File: src/pkg/hbp_pkg.sv
package hbp_pkg;

   // Bus widths
   localparam int HBP_LO_ADDR_W = 8;
   localparam int HBP_HI_ADDR_W = 24;
   localparam int HBP_DATA_W = 16;

   // Reset levels of the strobe and direction drivers
   localparam logic HBP_STROBE_IDLE = 1'b1;
   localparam logic HBP_RW_READ = 1'b1;

   // Cycles from a register read request to valid read data
   localparam int HBP_RD_LATENCY = 1;

   // Operand size codes on the size pins
   typedef enum logic [1:0] {
      HBP_SIZE_LONG = 2'h0,
      HBP_SIZE_BYTE = 2'h1,
      HBP_SIZE_WORD = 2'h2,
      HBP_SIZE_TRIPLE = 2'h3
   } hbp_size_t;

   // Slave-role sequencer
   typedef enum logic [1:0] {
      HBP_SL_IDLE = 2'h0,
      HBP_SL_WAIT = 2'h1,
      HBP_SL_ACK = 2'h3
   } hbp_sl_state_t;

   // Master-role sequencer, Gray coded along the transfer path
   typedef enum logic [2:0] {
      HBP_M_IDLE = 3'h0,
      HBP_M_REQ = 3'h1,
      HBP_M_GRANT = 3'h3,
      HBP_M_ADDR = 3'h2,
      HBP_M_DATA = 3'h6,
      HBP_M_END = 3'h7
   } hbp_m_state_t;

   // Request toward the register file behind the port
   typedef struct packed {
      logic wr;
      logic rd;
      hbp_size_t size;
      logic [HBP_LO_ADDR_W-1:0] addr;
      logic [HBP_DATA_W-1:0] wdata;
   } hbp_reg_req_t;

   // Memory cycle request from the DMA engine
   typedef struct packed {
      logic valid;
      logic rw_n;
      logic word;
      logic [HBP_HI_ADDR_W+HBP_LO_ADDR_W-1:0] addr;
      logic [HBP_DATA_W-1:0] wdata;
   } hbp_dma_req_t;

endpackage

File: src/verilog/hbp_host_port.sv
`timescale 1ns/1ps

// Notes on behaviour
// - Register access only while chip select low
// - Master drives address strobe marking address valid
// - Slave data strobe captures writes, enables reads
// - Master drives data strobe timing memory transfers
// - Master drives read-not-write showing memory direction
// - Slave asserts acknowledge when register access completes
// - Acknowledge is bus-free input during bus request
// - Memory cycle ends only on memory acknowledge
// - Operand size in, byte/word out as master
module hbp_host_port (
   // Clock and reset
   input wire logic i_mclk,
   input wire logic i_reset_n,
   // Host pins, slave role
   input wire logic i_cs_n,
   input wire logic [hbp_pkg::HBP_LO_ADDR_W-1:0] i_addr,
   input wire hbp_pkg::hbp_size_t i_operand_size,
   // Shared strobe and direction pins
   input wire logic i_data_strobe_n,
   input wire logic i_rw_n,
   output logic o_address_strobe_n,
   output logic o_data_strobe_n,
   output logic o_rw_n,
   output logic o_strobe_oe,
   // Master address and size drivers
   output logic [hbp_pkg::HBP_LO_ADDR_W-1:0] o_addr,
   output logic [hbp_pkg::HBP_HI_ADDR_W-1:0] o_addr_hi,
   output hbp_pkg::hbp_size_t o_operand_size,
   // Data bus
   input wire logic [hbp_pkg::HBP_DATA_W-1:0] i_data,
   output logic [hbp_pkg::HBP_DATA_W-1:0] o_data,
   output logic o_data_oe,
   // Open-drain acknowledge and bus request
   input wire logic i_transfer_ack_n,
   output logic o_transfer_ack_n,
   output logic o_transfer_ack_oe,
   output logic o_bus_request_n,
   // Register file side
   output hbp_pkg::hbp_reg_req_t o_reg_req,
   input wire logic [hbp_pkg::HBP_DATA_W-1:0] i_reg_rdata,
   // DMA side
   input wire hbp_pkg::hbp_dma_req_t i_dma_req,
   output logic o_dma_ready,
   output logic o_dma_done,
   output logic [hbp_pkg::HBP_DATA_W-1:0] o_dma_rdata
);
   import hbp_pkg::*;

   hbp_sl_state_t sl_state_ff;
   hbp_sl_state_t nxt_sl_state;
   hbp_m_state_t m_state_ff;
   hbp_m_state_t nxt_m_state;
   hbp_dma_req_t dma_ff;
   logic sl_rd_ff;
   logic slave_sel;
   logic master_idle;

   assign master_idle = (m_state_ff == HBP_M_IDLE);
   // Slave access exists only outside master ownership
   assign slave_sel = !i_cs_n && !i_data_strobe_n && master_idle;

   // Slave sequencer
   always_comb begin
      nxt_sl_state = sl_state_ff;
      unique case (sl_state_ff)
         HBP_SL_IDLE: begin
            if (slave_sel) begin
               nxt_sl_state = HBP_SL_WAIT;
            end
         end
         HBP_SL_WAIT: begin
            nxt_sl_state = HBP_SL_ACK;
         end
         HBP_SL_ACK: begin
            // Hold acknowledge until the host drops its strobe or its chip select
            if (i_cs_n || i_data_strobe_n) begin
               nxt_sl_state = HBP_SL_IDLE;
            end
         end
         default: begin
            nxt_sl_state = HBP_SL_IDLE;
         end
      endcase
   end

   always_ff @(posedge i_mclk or negedge i_reset_n) begin
      if (!i_reset_n) begin
         sl_state_ff <= HBP_SL_IDLE;
      end else begin
         sl_state_ff <= nxt_sl_state;
      end
   end

   // Register file request, one-cycle strobes
   always_ff @(posedge i_mclk or negedge i_reset_n) begin
      if (!i_reset_n) begin
         o_reg_req <= '0;
         sl_rd_ff <= 1'b0;
      end else begin
         o_reg_req.wr <= 1'b0;
         o_reg_req.rd <= 1'b0;
         if (sl_state_ff == HBP_SL_IDLE && slave_sel) begin
            o_reg_req.wr <= !i_rw_n;
            o_reg_req.rd <= i_rw_n;
            o_reg_req.size <= i_operand_size;
            o_reg_req.addr <= i_addr;
            o_reg_req.wdata <= i_data;
            sl_rd_ff <= i_rw_n;
         end
      end
   end

   // Acknowledge driver: slave completion only, never during bus request
   always_ff @(posedge i_mclk or negedge i_reset_n) begin
      if (!i_reset_n) begin
         o_transfer_ack_oe <= 1'b0;
         o_transfer_ack_n <= 1'b0;
      end else begin
         o_transfer_ack_n <= 1'b0;
         o_transfer_ack_oe <= (nxt_sl_state == HBP_SL_ACK) && o_bus_request_n;
      end
   end

   // Master sequencer
   always_comb begin
      nxt_m_state = m_state_ff;
      unique case (m_state_ff)
         HBP_M_IDLE: begin
            if (i_dma_req.valid && sl_state_ff == HBP_SL_IDLE && !slave_sel) begin
               nxt_m_state = HBP_M_REQ;
            end
         end
         HBP_M_REQ: begin
            // Wait for the bus-free indication
            if (!i_transfer_ack_n) begin
               nxt_m_state = HBP_M_GRANT;
            end
         end
         HBP_M_GRANT: begin
            // Let the grant acknowledge drop before the cycle starts
            if (i_transfer_ack_n) begin
               nxt_m_state = HBP_M_ADDR;
            end
         end
         HBP_M_ADDR: begin
            nxt_m_state = HBP_M_DATA;
         end
         HBP_M_DATA: begin
            if (!i_transfer_ack_n) begin
               nxt_m_state = HBP_M_END;
            end
         end
         HBP_M_END: begin
            nxt_m_state = HBP_M_IDLE;
         end
         default: begin
            nxt_m_state = HBP_M_IDLE;
         end
      endcase
   end

   always_ff @(posedge i_mclk or negedge i_reset_n) begin
      if (!i_reset_n) begin
         m_state_ff <= HBP_M_IDLE;
      end else begin
         m_state_ff <= nxt_m_state;
      end
   end

   // DMA request capture and handshake
   always_ff @(posedge i_mclk or negedge i_reset_n) begin
      if (!i_reset_n) begin
         dma_ff <= '0;
         o_dma_ready <= 1'b0;
         o_dma_done <= 1'b0;
         o_dma_rdata <= '0;
      end else begin
         o_dma_ready <= (nxt_m_state == HBP_M_IDLE) && (sl_state_ff == HBP_SL_IDLE);
         o_dma_done <= (m_state_ff == HBP_M_DATA) && !i_transfer_ack_n;
         if (master_idle && nxt_m_state == HBP_M_REQ) begin
            dma_ff <= i_dma_req;
         end
         if (m_state_ff == HBP_M_DATA && !i_transfer_ack_n && dma_ff.rw_n) begin
            o_dma_rdata <= i_data;
         end
      end
   end

   // Bus request output
   always_ff @(posedge i_mclk or negedge i_reset_n) begin
      if (!i_reset_n) begin
         o_bus_request_n <= 1'b1;
      end else begin
         o_bus_request_n <= (nxt_m_state != HBP_M_REQ);
      end
   end

   // Master strobe, direction, address and size drivers
   always_ff @(posedge i_mclk or negedge i_reset_n) begin
      if (!i_reset_n) begin
         o_address_strobe_n <= HBP_STROBE_IDLE;
         o_data_strobe_n <= HBP_STROBE_IDLE;
         o_rw_n <= HBP_RW_READ;
         o_strobe_oe <= 1'b0;
         o_addr <= '0;
         o_addr_hi <= '0;
         o_operand_size <= HBP_SIZE_BYTE;
      end else begin
         // Drivers float outside ownership
         o_strobe_oe <= (nxt_m_state == HBP_M_ADDR) || (nxt_m_state == HBP_M_DATA)
            || (nxt_m_state == HBP_M_END);
         o_address_strobe_n <= !((nxt_m_state == HBP_M_ADDR)
            || (nxt_m_state == HBP_M_DATA));
         o_data_strobe_n <= !(nxt_m_state == HBP_M_DATA);
         if (m_state_ff == HBP_M_GRANT) begin
            o_rw_n <= dma_ff.rw_n;
            o_addr <= dma_ff.addr[HBP_LO_ADDR_W-1:0];
            o_addr_hi <= dma_ff.addr[HBP_HI_ADDR_W+HBP_LO_ADDR_W-1:HBP_LO_ADDR_W];
            o_operand_size <= dma_ff.word ? HBP_SIZE_WORD : HBP_SIZE_BYTE;
         end
      end
   end

   // Data bus: slave read data or master write data
   always_ff @(posedge i_mclk or negedge i_reset_n) begin
      if (!i_reset_n) begin
         o_data <= '0;
         o_data_oe <= 1'b0;
      end else begin
         if (sl_state_ff == HBP_SL_WAIT && sl_rd_ff) begin
            o_data <= i_reg_rdata;
         end else if (m_state_ff == HBP_M_GRANT) begin
            o_data <= dma_ff.wdata;
         end
         o_data_oe <= ((nxt_sl_state == HBP_SL_ACK) && sl_rd_ff)
            || (!dma_ff.rw_n && ((nxt_m_state == HBP_M_ADDR)
            || (nxt_m_state == HBP_M_DATA)));
      end
   end

endmodule // hbp_host_port
File: config.mk
export PLATFORM = sky130hd
export DESIGN_NAME = hbp_host_port
export DESIGN_NICKNAME = d
export VERILOG_FILES = /design/src/pkg/hbp_pkg.sv /design/src/verilog/hbp_host_port.sv
export SDC_FILE = /design/constraint.sdc
export NUM_CORES = 1
export LEC_CHECK = 0
export ABC_CLOCK_PERIOD_IN_PS = 2640
export BUFFER_PORTS_ARGS = -buffer_cell sky130_fd_sc_hd__buf_2
export CELL_PAD_IN_SITES_DETAIL_PLACEMENT = 1
export CELL_PAD_IN_SITES_GLOBAL_PLACEMENT = 2
export CORE_MARGIN = 5
export CORE_UTILIZATION = 33
export CTS_CLUSTER_SIZE = 28
export DETAILED_ROUTE_END_ITERATION = 7
export PLACE_DENSITY = 0.88
export SLEW_MARGIN = 10
export SYNTH_ARGS = -nofsm -noshare
export SYNTH_HDL_FRONTEND = slang
export SYNTH_SLANG_ARGS = --single-unit
File: constraint.sdc
create_clock -name i_mclk -period 2.64 [get_ports i_mclk]
set_input_delay 0.132 -clock i_mclk [delete_from_list [all_inputs] [get_ports i_mclk]]
set_output_delay 0.132 -clock i_mclk [all_outputs]
set_load 0.005 [all_outputs]
==> reports/results.tsv <==
stage	metric	value	unit
clock_network	TritonCTS clock tree	yes	
sta	RSZ-0062 raised after global routing	no	
pwr	Power Dens Cells	1090	mW/mm2
clock_network	cts bufs inserted	17	
floorplanning	Top-Level Pins	203	
route	post-route DRC violation count	0	
clock_network	post-cts resize count	0	
sta	Tightest Pin Transition	672	ps
clock_network	clock buffer depth	2	
clock_network	Root Buffer	clkbuf_16	
floorplanning	die height	149	um
placed_design	placed cells	934	
grt	initial antenna violation count	1	
setup_path	worst path bufs/invs	1	
clock_network	Reg clk slew, reported paths	70	ps
synth	Primary FF master, synth	dfrtp_1	
clock_network	# Post-CTS Setup Buffers	0	
cells_and_area	Area Growth Syn to Fin	43.5	%
pwr	Flop pwr share	43.6	%
sta	final setup fails	0	
synth	Cells after Synth	490	
synth	register bit total from synthesis	159	
floorplanning	Core Footprint	0.0188	mm2
grt	Total GRT Usage	17.2	%
sta	clk_skew	10.2	ps
sta	Final period util	78.6	%
setup_path	critical-path cell list	nor3_4 > or4b_4 > buf_4 > mux2_4	
placed_design	Placer Congestion	0.789	
sta	Peak Freq	0.482	GHz
route	Vias	4841	
grt	vias in the first global route	5592	
synth	most common cell in the synthesized netlist	dfrtp_1	
route	vias per cell	4.56	
synth	Synth area leaders	dfrtp_1, mux2_4, nand2_1, mux2_2, dfstp_2	
cells_and_area	nets	887	
pwr	sw frac	31.6	%
route	routed wire length	18600	um
hold_path	Hold Crit Class	primary input to flip-flop	
pwr	Pwr Total	9.89	mW
synth	Syn Area/Cell	13.0	um2
placed_design	hpwl dp	12000	um
setup_path	crit start category	flip-flop	
setup_path	Worst setup EP type	flip-flop	
synth	Seq/Total Area, Yosys	62.8	%
setup_path	CP max stage delay	530	ps
sta	setup tns final	0	ps
synth	syn nets	589	
grt	global-route wire length before repair	30100	um
run_status	outcome	finished, final reports clean	
pwr	cell leakage power	4.73	nW
pwr	switching pwr	3.13	mW
synth	area leader, netlist	dfrtp_1	
grt	GRT overflow	0	
synth	Post-synth EDFFs	0	
setup_path	Crit path required time	2950	ps
sta	Slew Limit Fails	0	
clock_network	H-tree depth	4	
synth	ys async rst share	100	%
setup_path	Crit path arrival time	2380	ps
synth	Yosys top cell area share	60.7	%
route	Initial DRC Count	168	
job	max-cap violation count	0	
pwr	VDD IR max	450	uV
synth	Synth Warn #	0	
cells_and_area	share of cells above drive strength 1	43.2	%
floorplanning	Site Rows	50	
pwr	Clock power frac	24.6	%
floorplanning	initial core utilization	33.7	%
sta	final hold violation count	0	
route	DR WL/cell	17.5	um
synth	synth cell count leaders	dfrtp_1, nand2_1, mux2_4	
synth	Syn Std Cell Area	0.00635	mm2
route	DRT Pass-1 Iters	4	
floorplanning	Die Area	0.0221	mm2
synth	Unique masters post-synth	32	
sta	Slew headroom	55.1	%
sta	fin crit period	2070	ps
placed_design	Port Buffers	201	
setup_path	crit-path max FO	27	
clock_network	clock insertion delay at the later pin of the skew report	420	ps
route	Routed Antenna Nets	0	
setup_path	Crit Path Category	flip-flop to flip-flop	
pwr	Pint	6.76	mW
floorplanning	Die W	149	um
setup_path	Crit path max-delay family	simple AND/OR/NAND/NOR gates	
pwr	Combinational Power Share	31.9	%
setup_path	critical path's slowest cell	dfrtp_1	
cells_and_area	post-route insts no fill	1062	
clock_network	Num Clock Sinks	159	
grt	largest net degree at the start of global routing	69	
[power by group through the flow]
| stage | registers [mW] | clock network (mW) | logic [mW] |
|---|---|---|---|
| floorplan | 4.22 | 0 | 1.83 |
| global placement | 4.26 | 0 | 2.92 |
| detailed placement | 4.32 | 0 | 3.06 |
| CTS | 4.30 | 2.50 | 3.19 |
| global route | 4.45 | 2.60 | 3.48 |
| finish | 4.31 | 2.43 | 3.15 |
[cells by family (layout without fill, tap and decap cells)]
logic type	count (synthesis)	count (layout)	share of synthesized area [%]
compound gates	30	30	2.92
buf+inv	32	343	3.53
flops	159	159	62.8
mux	92	92	19.3
other cells	1	2	0.0591
simple gates	176	176	11.4
[layout make-up]
class,count,area [um2]
fillers,2013,9720
flip-flops and latches,159,3990
multi-input cells,299,2140
repair buffers,307,2060
clock buffers,19,453
well taps,260,325
clock inverters,13,129
inverters,4,15.0
diodes,1,2.50
[path summary, 6_finish.rpt]
check                           depth (start not counted)  slack, ps             end            start
min in group asynchronous                               2        270   o_reg_req[14]        i_reset_n
worst min-delay path                                    4         90  sl_state_ff[0]  i_data_strobe_n
max in group asynchronous                               3       1520  o_dma_rdata[5]        i_reset_n
worst max-delay path                                    4        570      dma_ff[38]    m_state_ff[0]
worst max register to register                          4        570      dma_ff[38]    m_state_ff[0]
worst min register to register                          2        460          o_rw_n           o_rw_n
[flip-flops by register name, summed over array words and instances, names as in the netlist]
name / cells
o_data_oe: 1
o_address_strobe_n: 1
o_bus_request_n: 1
o_dma_done: 1
o_data_strobe_n: 1
o_data: 16
sl_state_ff: 2
m_state_ff: 3
o_strobe_oe: 1
o_operand_size: 2
sl_rd_ff: 1
o_addr: 8
o_reg_req: 28
o_transfer_ack_oe: 1
o_rw_n: 1
o_addr_hi: 24
dma_ff: 50
o_dma_rdata: 16
o_dma_ready: 1
[repair_timing]
item	in CTS	in global routing
endpoints found under the hold margin	171	0
endpoints found under the setup margin	0	0
hold buffers	95	0
[placed cells by master, fill, tap and decap left out, drive strengths merged, types with 3 or more instances in the layout]
cell type / n
inv: 8
a31oi: 18
dfstp: 5
a21oi: 3
nor2: 19
clkinv: 5
buf: 212
clkbuf: 19
dlygate4sd3: 95
mux2: 92
o21ai: 5
clkinvlp: 3
dfrtp: 154
nand2: 143
[metal layers]
layer | track usage (%) | wire, um | vias to the layer above | share of wire, %
met5 | 0 | 0 | - | 0
met4 | 5.50 | 283 | 0 | 1.5
met3 | 5.36 | 1200 | 23 | 6.5
met2 | 30.1 | 9520 | 149 | 51
met1 | 20.1 | 7590 | 2440 | 41
li1 | - | - | 2229 | -
[stage by stage]
stage | setup WS (ps) | hold slack, ps | util [%] | cell area, um2
finish | 565 | 92.0 | 48.4 | 9110
global route | 452 | 122 | 48.4 | 9110
CTS | 551 | 66.6 | 48.4 | 9110
detailed placement | 558 | 182 | 40.2 | 7570
global placement | 636 | 177 | 40.2 | 7570
floorplan | 811 | -164 | - | 6350
[worst reg2reg max path, cell delays in order (launching register included)]
cell and delay [ps]:
dfrtp_1 530, nor3_4 250, or4b_4 490, buf_4 300, mux2_4 400
Power figures use the tool's default switching activity.
